[src/core/bhr_pkg.sv]
// Constants shared by the banked host register access block
// Operation
// - Core runs 125 MHz, or 25 MHz when set
// - Start at 125 MHz until setup asks less
// - Setup width bit picks 16 or 8 bits
// - Copy width bit into power control bit 0
// - Wide variant ignores width bit, stays 32
// - Sixteen byte locations, registers spread over banks
// - Bank select at 0xE-0xF in every bank
// - Byte lane enables pick 8/16/32 bit access
// - All control and data go through I/O registers
// - Host reaches registers over generic parallel bus
// - Setup word fetched from serial ROM word 6
package bhr_pkg;
    localparam int NUM_STORE = 18;

    // Byte offsets inside the 16-location window
    localparam logic [3:0] OFF_W0 = 4'h0;
    localparam logic [3:0] OFF_W1 = 4'h2;
    localparam logic [3:0] OFF_W2 = 4'h4;
    localparam logic [3:0] OFF_POWER_MGMT_CONTROL_REG = 4'h8;
    localparam logic [3:0] OFF_BANK_SEL = 4'he;

    localparam logic [4:0] BANK_CFG = 5'h00;
    localparam logic [4:0] BANK_STATION = 5'h02;
    localparam logic [4:0] BANK_INTERNAL = 5'h03;
    localparam logic [4:0] BANK_WAKE0 = 5'h04;
    localparam logic [4:0] BANK_WAKE1 = 5'h05;
    localparam logic [4:0] BANK_WAKE2 = 5'h06;
    localparam logic [4:0] BANK_WAKE3 = 5'h07;

    // Plain read/write storage words: bank and byte offset of each
    // 0 io_base_address, 1..3 station_address low/mid/high,
    // 4 internal_bus_control, 5 serial_rom_control,
    // 6..17 wake pattern 0..3 crc low, crc high, byte mask0
    localparam logic [4:0] STORE_BANK [NUM_STORE] = '{
        BANK_CFG, BANK_STATION, BANK_STATION, BANK_STATION,
        BANK_INTERNAL, BANK_INTERNAL,
        BANK_WAKE0, BANK_WAKE0, BANK_WAKE0,
        BANK_WAKE1, BANK_WAKE1, BANK_WAKE1,
        BANK_WAKE2, BANK_WAKE2, BANK_WAKE2,
        BANK_WAKE3, BANK_WAKE3, BANK_WAKE3};
    localparam logic [3:0] STORE_OFF [NUM_STORE] = '{
        OFF_W0, OFF_W0, OFF_W1, OFF_W2,
        OFF_W0, OFF_W1,
        OFF_W0, OFF_W1, OFF_W2,
        OFF_W0, OFF_W1, OFF_W2,
        OFF_W0, OFF_W1, OFF_W2,
        OFF_W0, OFF_W1, OFF_W2};
    localparam logic [15:0] STORE_RESET = 16'h0000;

    // Read-only self-test word and power control word
    localparam logic [4:0] BANK_SELFTEST = BANK_INTERNAL;
    localparam logic [3:0] OFF_SELFTEST = OFF_W2;
    localparam logic [4:0] BANK_POWER_MGMT_CONTROL_REG = BANK_INTERNAL;

    localparam logic [15:0] BANK_SEL_RESET = 16'h0000;
    localparam logic [15:0] POWER_MGMT_CONTROL_REG_RESET = 16'h0000;

    // Setup word layout and where its bits land in the power control word
    localparam int SETUP_BUS16_BIT = 0;
    localparam int SETUP_CLK_RATE_BIT = 1;
    localparam int SETUP_D1_SUP_BIT = 9;
    localparam int SETUP_D2_SUP_BIT = 10;
    localparam int SETUP_PME_D1_BIT = 11;
    localparam int SETUP_PME_D2_BIT = 12;
    localparam int POWER_MGMT_CONTROL_REG_BUS16_BIT = 0;
    localparam int POWER_MGMT_CONTROL_REG_D1_SUP_BIT = 9;
    localparam int POWER_MGMT_CONTROL_REG_D2_SUP_BIT = 10;
    localparam int POWER_MGMT_CONTROL_REG_PME_D1_BIT = 12;
    localparam int POWER_MGMT_CONTROL_REG_PME_D2_BIT = 13;

    localparam logic [5:0] EEPROM_SETUP_ADDR = 6'h06;

    localparam int CORE_FAST_MHZ = 125;
    localparam int CORE_SLOW_MHZ = 25;

    typedef enum logic [1:0] {FETCH_ASK, FETCH_WAIT, FETCH_DONE} bhr_fetch_t;
endpackage

[src/core/bhr_host_regs.sv]
// Banked host register window with setup word loading
`timescale 1ns/1ps
`default_nettype none
module bhr_host_regs (
    input wire logic clk,
    input wire logic rst_n,
    input wire logic [3:0] host_addr,
    input wire logic [3:0] byte_lane_enables_n,
    input wire logic host_cs_n,
    input wire logic host_rd_n,
    input wire logic host_wr_n,
    input wire logic [31:0] host_data_in,
    output logic [31:0] host_data_out,
    output logic host_data_oe,
    input wire logic wide_bus_variant,
    output logic eeprom_read_req,
    output logic [5:0] eeprom_read_addr,
    input wire logic eeprom_word_valid,
    input wire logic [15:0] eeprom_setup_word,
    input wire logic [15:0] memory_selftest_info,
    output logic core_clk_is_25m,
    output logic host_bus_is_16,
    output logic host_bus_is_32,
    output logic setup_loaded
);
    // Fetch of the setup word after reset
    bhr_pkg::bhr_fetch_t fetch_q;
    bhr_pkg::bhr_fetch_t fetch_d;
    logic setup_take;
    logic variant32_q;
    logic clk25_q;
    logic bus16_q;
    logic [15:0] power_mgmt_control_reg_q;
    logic [15:0] power_mgmt_control_reg_d;

    // Host access decode
    logic host_sel;
    logic rd_act;
    logic wr_act;
    logic wr_seen_q;
    logic wr_go;
    logic [1:0] dword;
    logic [3:0] lanes_n8;
    logic [3:0] lanes;
    logic [3:0] wr_lanes;
    logic [31:0] wdata;
    logic [15:0] bank_sel;
    logic [4:0] bank;
    logic [31:0] rd_dword;
    logic [31:0] rd_fixed;
    logic [31:0] rd_lane;
    logic [31:0] store_rd [bhr_pkg::NUM_STORE];
    logic [31:0] rdata_q;
    logic oe_q;

    assign eeprom_read_req = (fetch_q == bhr_pkg::FETCH_ASK);
    assign eeprom_read_addr = bhr_pkg::EEPROM_SETUP_ADDR;
    assign setup_take = (fetch_q == bhr_pkg::FETCH_WAIT) && eeprom_word_valid;
    assign setup_loaded = (fetch_q == bhr_pkg::FETCH_DONE);

    always_comb begin
        fetch_d = fetch_q;
        unique case (fetch_q)
            bhr_pkg::FETCH_ASK: begin
                fetch_d = bhr_pkg::FETCH_WAIT;
            end
            bhr_pkg::FETCH_WAIT: begin
                if (eeprom_word_valid) begin
                    fetch_d = bhr_pkg::FETCH_DONE;
                end
            end
            bhr_pkg::FETCH_DONE: begin
                fetch_d = bhr_pkg::FETCH_DONE;
            end
        endcase
    end

    // Power control word takes its setup bits on load
    always_comb begin
        power_mgmt_control_reg_d = power_mgmt_control_reg_q;
        if (setup_take) begin
            power_mgmt_control_reg_d[bhr_pkg::POWER_MGMT_CONTROL_REG_BUS16_BIT] = eeprom_setup_word[bhr_pkg::SETUP_BUS16_BIT];
            power_mgmt_control_reg_d[bhr_pkg::POWER_MGMT_CONTROL_REG_D1_SUP_BIT] = eeprom_setup_word[bhr_pkg::SETUP_D1_SUP_BIT];
            power_mgmt_control_reg_d[bhr_pkg::POWER_MGMT_CONTROL_REG_D2_SUP_BIT] = eeprom_setup_word[bhr_pkg::SETUP_D2_SUP_BIT];
            power_mgmt_control_reg_d[bhr_pkg::POWER_MGMT_CONTROL_REG_PME_D1_BIT] = eeprom_setup_word[bhr_pkg::SETUP_PME_D1_BIT];
            power_mgmt_control_reg_d[bhr_pkg::POWER_MGMT_CONTROL_REG_PME_D2_BIT] = eeprom_setup_word[bhr_pkg::SETUP_PME_D2_BIT];
        end
    end

    always_ff @(posedge clk or negedge rst_n) begin
        if (!rst_n) begin
            fetch_q <= bhr_pkg::FETCH_ASK;
            power_mgmt_control_reg_q <= bhr_pkg::POWER_MGMT_CONTROL_REG_RESET;
        end else begin
            fetch_q <= fetch_d;
            power_mgmt_control_reg_q <= power_mgmt_control_reg_d;
        end
    end

    // Strap caught in the first cycle after reset release
    always_ff @(posedge clk or negedge rst_n) begin
        if (!rst_n) begin
            variant32_q <= 1'b0;
        end else if (fetch_q == bhr_pkg::FETCH_ASK) begin
            variant32_q <= wide_bus_variant;
        end
    end

    // Fast core clock until the setup word says otherwise
    always_ff @(posedge clk or negedge rst_n) begin
        if (!rst_n) begin
            clk25_q <= 1'b0;
            bus16_q <= 1'b0;
        end else if (setup_take) begin
            clk25_q <= eeprom_setup_word[bhr_pkg::SETUP_CLK_RATE_BIT];
            bus16_q <= eeprom_setup_word[bhr_pkg::SETUP_BUS16_BIT];
        end
    end

    assign core_clk_is_25m = clk25_q;
    assign host_bus_is_32 = variant32_q;
    assign host_bus_is_16 = bus16_q && !variant32_q;

    // Bus strobes; a write acts once per assertion
    assign host_sel = !host_cs_n;
    assign rd_act = host_sel && !host_rd_n;
    assign wr_act = host_sel && !host_wr_n;
    assign wr_go = wr_act && !wr_seen_q;

    always_ff @(posedge clk or negedge rst_n) begin
        if (!rst_n) begin
            wr_seen_q <= 1'b0;
        end else begin
            wr_seen_q <= wr_act;
        end
    end

    // Lanes and data folded onto one aligned 32-bit word
    assign dword = host_addr[3:2];
    assign lanes_n8 = (host_addr[1:0] == 2'h0) ? 4'b0001 :
                      (host_addr[1:0] == 2'h1) ? 4'b0010 :
                      (host_addr[1:0] == 2'h2) ? 4'b0100 : 4'b1000;
    assign lanes = host_bus_is_32 ? ~byte_lane_enables_n :
                   host_bus_is_16 ? (host_addr[1] ? {~byte_lane_enables_n[1:0], 2'b00}
                                                  : {2'b00, ~byte_lane_enables_n[1:0]}) :
                   (byte_lane_enables_n[0] ? 4'b0000 : lanes_n8);
    assign wdata = host_bus_is_32 ? host_data_in :
                   host_bus_is_16 ? {2{host_data_in[15:0]}} : {4{host_data_in[7:0]}};
    assign wr_lanes = wr_go ? lanes : 4'b0000;

    // Shared bank select word, present in every bank
    bhr_word_reg #(
        .RESET_VALUE(bhr_pkg::BANK_SEL_RESET)
    ) u_bank_sel (
        .clk(clk),
        .rst_n(rst_n),
        .wr_lane((dword == bhr_pkg::OFF_BANK_SEL[3:2]) ? wr_lanes[3:2] : 2'b00),
        .wr_data(wdata[31:16]),
        .value(bank_sel)
    );
    assign bank = bank_sel[4:0];

    // Plain storage words; unmatched locations are not written
    genvar gi;
    generate
        for (gi = 0; gi < bhr_pkg::NUM_STORE; gi++) begin : g_store
            logic hit;
            logic hi;
            logic [15:0] val;
            assign hit = (bank == bhr_pkg::STORE_BANK[gi]) &&
                         (dword == bhr_pkg::STORE_OFF[gi][3:2]);
            assign hi = bhr_pkg::STORE_OFF[gi][1];
            bhr_word_reg #(
                .RESET_VALUE(bhr_pkg::STORE_RESET)
            ) u_word (
                .clk(clk),
                .rst_n(rst_n),
                .wr_lane(!hit ? 2'b00 : (hi ? wr_lanes[3:2] : wr_lanes[1:0])),
                .wr_data(hi ? wdata[31:16] : wdata[15:0]),
                .value(val)
            );
            assign store_rd[gi] = !hit ? 32'h0000_0000 :
                                  (hi ? {val, 16'h0000} : {16'h0000, val});
        end
    endgenerate

    // Read-only words and the shared bank select
    assign rd_fixed =
        ((dword == bhr_pkg::OFF_BANK_SEL[3:2]) ? {bank_sel, 16'h0000} : 32'h0000_0000) |
        ((bank == bhr_pkg::BANK_SELFTEST) && (dword == bhr_pkg::OFF_SELFTEST[3:2]) ?
            {16'h0000, memory_selftest_info} : 32'h0000_0000) |
        ((bank == bhr_pkg::BANK_POWER_MGMT_CONTROL_REG) && (dword == bhr_pkg::OFF_POWER_MGMT_CONTROL_REG[3:2]) ?
            {16'h0000, power_mgmt_control_reg_q} : 32'h0000_0000);

    // Reserved places contribute nothing, so they read zero
    always_comb begin
        rd_dword = rd_fixed;
        for (int i = 0; i < bhr_pkg::NUM_STORE; i++) begin
            rd_dword = rd_dword | store_rd[i];
        end
    end

    assign rd_lane = host_bus_is_32 ? rd_dword :
                     host_bus_is_16 ? (host_addr[1] ? {16'h0000, rd_dword[31:16]}
                                                    : {16'h0000, rd_dword[15:0]}) :
                     {24'h000000, rd_dword[8 * host_addr[1:0] +: 8]};

    always_ff @(posedge clk or negedge rst_n) begin
        if (!rst_n) begin
            rdata_q <= 32'h0000_0000;
            oe_q <= 1'b0;
        end else begin
            rdata_q <= rd_act ? rd_lane : 32'h0000_0000;
            oe_q <= rd_act;
        end
    end

    assign host_data_out = rdata_q;
    assign host_data_oe = oe_q;

    chk_fast_after_reset: assert property (
        @(posedge clk) disable iff (!rst_n)
        (fetch_q != bhr_pkg::FETCH_DONE) |-> !core_clk_is_25m)
        else $error("Core left the fast clock before the setup word arrived");

    chk_clock_rate_load: assert property (
        @(posedge clk) disable iff (!rst_n)
        setup_take |=> (core_clk_is_25m == $past(eeprom_setup_word[1]))
                       ##1 $stable(core_clk_is_25m))
        else $error("Clock rate select does not follow the setup word");

    chk_bus_width_load: assert property (
        @(posedge clk) disable iff (!rst_n)
        (setup_take && !variant32_q) |=> (host_bus_is_16 == $past(eeprom_setup_word[0])))
        else $error("Host bus width does not follow the setup bit");

    chk_power_mgmt_control_reg_bit0_copy: assert property (
        @(posedge clk) disable iff (!rst_n)
        setup_take |=> (power_mgmt_control_reg_q[0] == $past(eeprom_setup_word[0])) && setup_loaded)
        else $error("Power control bit 0 missed the bus width bit");

    chk_wide_bus_fixed: assert property (
        @(posedge clk) disable iff (!rst_n)
        variant32_q |-> (host_bus_is_32 && !host_bus_is_16))
        else $error("Wide variant did not keep the 32-bit bus");

    chk_fetch_word_six: assert property (
        @(posedge clk) disable iff (!rst_n)
        eeprom_read_req |-> (eeprom_read_addr == 6'h06) ##1 !eeprom_read_req)
        else $error("Setup fetch used the wrong word or repeated");

    chk_bank_sel_visible: assert property (
        @(posedge clk) disable iff (!rst_n)
        (rd_act && host_bus_is_32 && dword == 2'h3 && !wr_go)
            |=> (host_data_out[31:16] == bank_sel) && host_data_oe)
        else $error("Bank select not visible at the top word");

    chk_bank_next_access: assert property (
        @(posedge clk) disable iff (!rst_n)
        (wr_go && host_bus_is_32 && dword == 2'h3 && byte_lane_enables_n == 4'h0)
            |=> (bank_sel == $past(host_data_in[31:16])))
        else $error("Bank select write not in force for the next access");

    chk_reserved_zero: assert property (
        @(posedge clk) disable iff (!rst_n)
        (rd_act && host_bus_is_32 && dword != 2'h3 && bank_sel[4:3] == 2'b01)
            |=> (host_data_out == 32'h0000_0000))
        else $error("Reserved location did not read zero");

    chk_read_enable: assert property (
        @(posedge clk) disable iff (!rst_n)
        host_data_oe == $past(rd_act))
        else $error("Data drive does not match the read strobe");

    chk_idle_data_zero: assert property (
        @(posedge clk) disable iff (!rst_n)
        !rd_act |=> (host_data_out == 32'h0000_0000) && !host_data_oe)
        else $error("Data bus not idle after a cycle without a read");

    chk_write_once: assert property (
        @(posedge clk) disable iff (!rst_n)
        (wr_act && wr_seen_q) |-> (wr_lanes == 4'h0))
        else $error("Held write strobe wrote a second time");

    chk_wide_lanes: assert property (
        @(posedge clk) disable iff (!rst_n)
        (wr_go && host_bus_is_32) |-> (wr_lanes == ~byte_lane_enables_n))
        else $error("Wide bus lanes do not follow the lane enables");

    chk_half_lanes: assert property (
        @(posedge clk) disable iff (!rst_n)
        (wr_go && host_bus_is_16)
            |-> (host_addr[1] ? (wr_lanes[1:0] == 2'h0) : (wr_lanes[3:2] == 2'h0)))
        else $error("Half-word write reached the wrong half");

    chk_byte_lane_one: assert property (
        @(posedge clk) disable iff (!rst_n)
        (wr_go && !host_bus_is_32 && !host_bus_is_16 && !byte_lane_enables_n[0])
            |-> $onehot(wr_lanes))
        else $error("Byte write did not hit exactly one lane");

    chk_narrow_read_pad: assert property (
        @(posedge clk) disable iff (!rst_n)
        (rd_act && !host_bus_is_32) |=> (host_data_out[31:16] == 16'h0000))
        else $error("Narrow read left data in the upper half");

    chk_bank_sel_kept: assert property (
        @(posedge clk) disable iff (!rst_n)
        !(wr_go && (dword == 2'h3)) |=> $stable(bank_sel))
        else $error("Bank select changed without a write to it");

    chk_power_mgmt_control_reg_hold: assert property (
        @(posedge clk) disable iff (!rst_n)
        !setup_take |=> $stable(power_mgmt_control_reg_q))
        else $error("Power control word changed outside setup loading");

    chk_clock_held: assert property (
        @(posedge clk) disable iff (!rst_n)
        setup_loaded |=> $stable(core_clk_is_25m))
        else $error("Clock rate changed after setup loading");

    chk_width_held: assert property (
        @(posedge clk) disable iff (!rst_n)
        setup_loaded |=> $stable(host_bus_is_16))
        else $error("Bus width changed after setup loading");

    chk_strap_held: assert property (
        @(posedge clk) disable iff (!rst_n)
        (fetch_q != bhr_pkg::FETCH_ASK) |=> $stable(host_bus_is_32))
        else $error("Wide variant strap changed after capture");

    chk_fetch_quiet: assert property (
        @(posedge clk) disable iff (!rst_n)
        setup_loaded |-> !eeprom_read_req)
        else $error("Setup word requested again after loading");

    chk_selftest_read: assert property (
        @(posedge clk) disable iff (!rst_n)
        (rd_act && (host_bus_is_32 || host_bus_is_16) &&
            (host_addr == bhr_pkg::OFF_SELFTEST) && (bank == bhr_pkg::BANK_SELFTEST))
            |=> (host_data_out[15:0] == $past(memory_selftest_info)))
        else $error("Self-test word not returned at its location");

    chk_power_mgmt_control_reg_read: assert property (
        @(posedge clk) disable iff (!rst_n)
        (rd_act && (host_bus_is_32 || host_bus_is_16) &&
            (host_addr == bhr_pkg::OFF_POWER_MGMT_CONTROL_REG) && (bank == bhr_pkg::BANK_POWER_MGMT_CONTROL_REG))
            |=> (host_data_out[15:0] == $past(power_mgmt_control_reg_q)))
        else $error("Power control word not returned at its location");
endmodule
`default_nettype wire

[src/core/bhr_word_reg.sv]
// One 16-bit register word with two byte-lane write enables
`timescale 1ns/1ps
`default_nettype none
module bhr_word_reg #(
    parameter logic [15:0] RESET_VALUE = 16'h0000
) (
    input wire logic clk,
    input wire logic rst_n,
    input wire logic [1:0] wr_lane,
    input wire logic [15:0] wr_data,
    output logic [15:0] value
);
    logic [15:0] value_q;
    logic [15:0] value_d;

    assign value_d[7:0] = wr_lane[0] ? wr_data[7:0] : value_q[7:0];
    assign value_d[15:8] = wr_lane[1] ? wr_data[15:8] : value_q[15:8];
    assign value = value_q;

    always_ff @(posedge clk or negedge rst_n) begin
        if (!rst_n) begin
            value_q <= RESET_VALUE;
        end else begin
            value_q <= value_d;
        end
    end
endmodule
`default_nettype wire

[config.mk]
export PLATFORM = sky130hd
export DESIGN_NAME = bhr_host_regs
export DESIGN_NICKNAME = d
export VERILOG_FILES = /design/src/core/bhr_pkg.sv /design/src/core/bhr_host_regs.sv /design/src/core/bhr_word_reg.sv
export SDC_FILE = /design/constraint.sdc
export NUM_CORES = 1
export LEC_CHECK = 0
export BUFFER_PORTS_ARGS = -buffer_cell sky130_fd_sc_hd__buf_2
export CORE_UTILIZATION = 60
export CTS_CLUSTER_SIZE = 25
export DETAILED_ROUTE_END_ITERATION = 8
export HOLD_SLACK_MARGIN = 0.15
export MAX_ROUTING_LAYER = met4
export PLACE_DENSITY = 0.8
export SYNTH_ARGS = -nofsm -noshare
export SYNTH_HDL_FRONTEND = slang
export SYNTH_SLANG_ARGS = --single-unit
[constraint.sdc]
create_clock -name clk -period 5.59 [get_ports clk]
set_input_delay 0.559 -clock clk [delete_from_list [all_inputs] [get_ports clk]]
set_output_delay 0.559 -clock clk [all_outputs]
set_load 0.02 [all_outputs]
Word level (Yosys, flattened, before mapping)
Cells that the tools add are included.

operators by class
  eq/ne operators = 14
  shift operators = 1
  muxes and demuxes = 56
  bitwise gates (word level) = 22
  reductions and logical operators = 28

operators with widths
  kind                  count
  $or A32 B32 Y32       14
  $mux W32              12
  $mux W16              14
  $or A32 B16 Y32       6
  $mux W2               20
  $mux W4               8
  $shiftx A32 B6 Y8     1
  $eq A5 B3 Y1 const B  4
  $logic_and A1 B1 Y1   19
  $mux W14              1
  $eq A5 B2 Y1 const B  2
  $eq A2 B2 Y1 const B  4
  $eq A2 B1 Y1 const B  3
  $logic_not A2 Y1      3
  $pmux W2 S3           1
  $logic_not A1 Y1      5
  $logic_not A5 Y1      1
  $not A4 Y4            1
  $ne A2 B2 Y1 const B  1
  $not A2 Y2            1

storage, ports and cells
  register bits = 348
  output and inout port bits = 44
  word-level logic and storage cells = 167

Depth between registers and ports, before layout
  word-level depth = 27
  depth in mapped cells = 10
  depth with buffers taken out = 6

Cells and area by module
From an unflattened synthesis, not the netlist that was laid out.

second synthesis, totals
  cells, all modules = 1271
  area, all modules = 17526.8 um2

by module, submodules not included
  module         instances  cells each  area an instance (um2)
  bhr_word_reg   19         34          663.1
  bhr_host_regs  1          625         4927.2

Least setup slack after synthesis
Ideal clock, no wire load.

  kind = input to register
  start = in host_addr[1]
  end = reg g_store[5].u_word.value_q[10]
  library setup time = 125 ps
  arrival time = 2137 ps
  setup slack = 3328 ps
  stages = 7
  buffers on the path = 1
  cell sequence = buf_4 inv_1 nor2_1 o2bb2ai_1 nand2_1 nor3_4 mux2_2

between the ends
  longest elaborated chain between the ends = 9

RTL lines
  item                  line                  source
  start, declared       bhr_host_regs.sv:7    input wire logic [3:0] host_addr,
  $eq A2 B2 Y1          bhr_host_regs.sv:142  (host_addr[1:0] == 2'h2) ? 4'b0100 : 4'b1000;
  $mux W4               bhr_host_regs.sv:142
  $mux W4               bhr_host_regs.sv:141  (host_addr[1:0] == 2'h1) ? 4'b0010 :
  $mux W4               bhr_host_regs.sv:140  assign lanes_n8 = (host_addr[1:0] == 2'h0) ? 4'b0001 :
  $mux W4               bhr_host_regs.sv:146  (byte_lane_enables_n[0] ? 4'b0000 : lanes_n8);
  $mux W4 (*)           bhr_host_regs.sv:144  host_bus_is_16 ? (host_addr[1] ? {~byte_lane_enables_n[1:0], 2'b00}
  $mux W4 (*)           bhr_host_regs.sv:143  assign lanes = host_bus_is_32 ? ~byte_lane_enables_n :
  $mux W4 (*)           bhr_host_regs.sv:149  assign wr_lanes = wr_go ? lanes : 4'b0000;
  $mux W2 (*)           bhr_host_regs.sv:178  .wr_lane(!hit ? 2'b00 : (hi ? wr_lanes[3:2] : wr_lanes[1:0])),
  end signal, assigned  bhr_word_reg.sv:24    value_q <= value_d;
  end, declared         bhr_word_reg.sv:13    logic [15:0] value_q;

Mark *: on every way between the ends. The rest lies on a longest branch, timed or not.
A chain may end at the register's enable or synchronous reset.

Final worst setup path
  start = reg u_bank_sel.value_q[2], in the netlist u_bank_sel.value[2]
  end = reg rdata_q[4], in the netlist host_data_out[4]

between the ends
  longest elaborated chain between the ends = 27

RTL lines
  item                                           line                                                              source
  start, declared                                bhr_word_reg.sv:13
  start signal, assigned                         bhr_word_reg.sv:24
  $eq A5 B2 Y1                                   bhr_host_regs.sv:170, bhr_host_regs.sv:190, bhr_host_regs.sv:192
  $logic_and A1 B1 Y1                            bhr_host_regs.sv:190                                              ((bank == bhr_pkg::BANK_SELFTEST) && (dword == bhr_pkg::OFF_SELFTEST[3:2]) ?
  $mux W16                                       bhr_host_regs.sv:190
  $or A32 B32 Y32                                bhr_host_regs.sv:189                                              ((dword == bhr_pkg::OFF_BANK_SEL[3:2]) ? {bank_sel, 16'h0000} : 32'h0000_0000) |
  $or A32 B32 Y32                                bhr_host_regs.sv:191                                              {16'h0000, memory_selftest_info} : 32'h0000_0000) |
  $or A32 B16 Y32 (2 in a row)                   bhr_host_regs.sv:199                                              rd_dword = rd_dword | store_rd[i];
  $or A32 B32 Y32                                bhr_host_regs.sv:199
  $or A32 B16 Y32 (2 in a row)                   bhr_host_regs.sv:199
  [... 2 more ...]                               --
  $or A32 B32 Y32                                bhr_host_regs.sv:199
  $or A32 B16 Y32                                bhr_host_regs.sv:199
  $or A32 B32 Y32 (8 in a row)                   bhr_host_regs.sv:199
  $or A32 B32 Y32 (*)                            bhr_host_regs.sv:199
  $shiftx A32 B6 Y8 or $mux W16 (tied branches)  bhr_host_regs.sv:206, bhr_host_regs.sv:204
  $mux W32                                       bhr_host_regs.sv:204                                              host_bus_is_16 ? (host_addr[1] ? {16'h0000, rd_dword[31:16]}
  $mux W32 (*)                                   bhr_host_regs.sv:203                                              assign rd_lane = host_bus_is_32 ? rd_dword :
  $mux W32 (*)                                   bhr_host_regs.sv:213                                              rdata_q <= rd_act ? rd_lane : 32'h0000_0000;
  end signal, assigned                           bhr_host_regs.sv:213
  end, declared                                  bhr_host_regs.sv:53                                               logic [31:0] rdata_q;

Marks and branches as above.

==> run_results.csv <==
group,metric,value,unit
pwr,powerDensity,407,nW/um2
cts,cts_setup_buffers,0,
pwr,p_total,7360,uW
yosys,yosys-top-cells-count,"347 x dfrtp_1, 195 x nand2_1, 166 x mux2_2, 132 x o21ai_0, 79 x mux2i_1",
timing,period_needed,3.92,ns
setup_path,cp-end-kind,"flip-flop",
cts,cts_tree,"built",
detailed_routing,wl,48000,um
yosys,synth_top_area_cell,"dfrtp_1",
cts,clkSinkCount,347,
cts,clk_path_buf_depth,3,
run,drv_cap,0,
cts,cts_root_buf,"clkbuf_16",
timing,finalSetupViolCount,0,
floorplan,rows,59,
floorplan,design.die.area,27500,um2
detailed_routing,drt-initial-drc-count,1470,
timing,tightest_slew,1.38,ns
yosys,ys_seq_area_frac,0.540,
yosys,synthCells,1455,
cts,cts_hold_repair.buffers,1,
timing,rsz0062_at_grt,"false",
yosys,ys_top_cells_by_area,"dfrtp_1 54%, mux2_2 12%, mux2i_1 4.9%",
placed_design,place_congestion,0.952,
floorplan,start_util,0.614,
timing,report.final.slew_viol_count,0,
cts,htree_levels,2,
timing,hold_viol,0,
setup_path,critPathLaunchType,"flip-flop",
global_route,grt_max_degree,133,
detailed_routing,wire_per_inst,25.4,um
cts,clk_latency,0.53,ns
detailed_routing,dr.pass1.iters,9,
yosys,synth_flop_cell,"dfrtp_1",
yosys,synth-seq-cells,347,
detailed_routing,num_vias,12684,
global_route,grt_pass1_wl,74300,um
detailed_routing,ant_nets,0,
floorplan,die_w,166,um
min_path,hold_class,"input pin to flip-flop",
setup_path,critPathRequiredTime,6.05,ns
detailed_routing,post-route-drc-count,11,
setup_path,worst-path-max-fanout,32,
run_status,violations,"DRC",
yosys,post-synth-top-count-cell,"dfrtp_1",
detailed_routing,avgViaCountPerCell,6.72,
timing,fmax,255,MHz
yosys,synth_warnings,0,
yosys,synth_area,16100,um2
run_status,status,"finished with violations",
pwr,p_leak,0.00853,uW
timing,period_share,0.702,
setup_path,cp.arrival,4.38,ns
timing,timing.setup.tns,0,ns
finish,nets,1602,
finish,syn2layout_area_growth,12.4,%
yosys,netlist.area_leader.share,0.540,
placed_design,io_buffers,106,
yosys,synth_edf_count,0,
yosys,postSynthAreaPerCell,11.1,um2
cts,numCtsBuffers,37,
setup_path,path_class,"flip-flop to flip-flop",
floorplan,coreArea,26200,um2
timing,fin_worst_skew,0.0164,ns
global_route,grt_usage,0.367,
finish,drive_gt1_frac,0.250,
yosys,synth_cell_types,82,
cts,cts_resized,0,
global_route,antenna_found_initial,3,
timing,maxSlewHeadroom,0.0782,
global_route,grt_pass1_vias,12625,
pwr,ir_worst_vdd,0.000272,V
yosys,async_flop_share,1.00,
cts,path_clk_slew,0.06,ns
floorplan,io_pins,123,
placed_design,place_hpwl,31800,um
floorplan,chipHeight,166,um
global_route,grt-ovfl-total,0,
==> cells by family after synthesis <==
kind of cell    synth area share
compound gates             0.128
other cells             0.000467
flops                      0.540
fa+ha+maj                0.00233
simple gates               0.130
buf+inv                   0.0329
mux                        0.167
==> state kept, by name, summed over array words and instances (netlist names), 2 cells and up <==
register                  cells
u_bank_sel.value             16
power_mgmt_control_reg_q      5
g_store.u_word.value        288
host_data_out                32
fetch_q                       2
==> per-layer routing <==
metal,up-vias,track usage,part of all wire
met5,-,-,0
met4,0,0.180,0.052
met3,195,0.0944,0.12
met2,872,0.547,0.45
met1,6222,0.469,0.38
li1,5395,-,-
==> area by class of cell <==
class / instances / area (um2)
clock inverters: 18 / 228
multi-input cells: 1000 / 6880
diodes: 3 / 7.51
fillers: 1899 / 8130
flip-flops and latches: 347 / 8680
inverters: 7 / 26.3
repair buffers: 127 / 713
clock buffers: 50 / 1120
well taps: 335 / 419
==> through the flow <==
step / setup WS (ns) / instance area, um2 / hold slack [ns] / utilization / std cells
finish: 1.67 / 18100 / 0.185 / 0.690 / 1887
global route: 1.69 / 18100 / 0.196 / 0.690 / 1887
CTS: 1.90 / 18100 / 0.186 / 0.690 / 1884
detailed placement: 1.75 / 16700 / 0.466 / 0.638 / 1815
global placement: 1.79 / 16700 / 0.455 / 0.638 / 1815
floorplan: 3.33 / 16100 / 0.263 / - / 1459
==> final timing paths <==
check | from | end | slack, ns | cells after the start
hold reg to reg | g_store[14].u_word.value[9] | g_store[14].u_word.value[9] | 0.48 | 2
setup reg to reg | u_bank_sel.value[2] | host_data_out[4] | 1.67 | 8
max in group asynchronous | rst_n | g_store[1].u_word.value[1] | 3.49 | 3
setup / recovery | u_bank_sel.value[2] | host_data_out[4] | 1.67 | 8
min in group asynchronous | rst_n | g_store[10].u_word.value[12] | 0.60 | 2
hold / removal | host_wr_n | wr_seen_q | 0.19 | 2
==> layout by cell type, fill, tap and decap left out, types with 4 or more instances in the layout <==
cell type	Yosys	routed
o21ai_1	6	6
a221o_1	6	6
buf_4	16	19
nor2_1	68	68
a21oi_1	57	57
mux2_2	166	166
nor3b_1	4	4
inv_1	6	6
nor2_2	6	6
nand2_1	195	195
nand2b_1	9	9
clkbuf_8	0	10
o2bb2ai_1	8	8
and2_1	5	5
mux2i_1	79	79
clkbuf_16	0	39
nor2b_1	10	10
bufinv_16	0	5
a32oi_1	7	7
a2111oi_0	5	5
buf_2	32	105
a221oi_1	6	6
a22oi_1	39	39
o21ai_0	132	132
conb_1	2	6
nand3_1	17	17
clkinv_2	0	9
nor3_1	22	22
dfrtp_1	347	346
nor4_1	16	16
and3_1	16	16
or3_1	4	4
a222oi_1	4	4
a211oi_1	4	4
a22o_1	12	12
nand4_1	12	12
and4_1	6	6
==> worst max-delay path, cell delays in order, from the launching register on <==
cell,delay [ns]
dfrtp_2,0.58
buf_4,0.51
nor3b_1,0.68
and2_1,0.69
buf_4,0.35
a22oi_1,0.12
and4_1,0.29
mux2i_1,0.32
o2111a_1,0.29
==> where the power goes <==
group / total [uW] / leakage (uW) / internal, uW / switching, uW
Clock: 2670 / 0.000669 / 1640 / 1030
Sequential: 3100 / 0.00478 / 2790 / 306
Combinational: 1590 / 0.00308 / 528 / 1070
Total: 7360 / 0.00853 / 4960 / 2400
No activity file was read; power rests on OpenSTA's default activity.
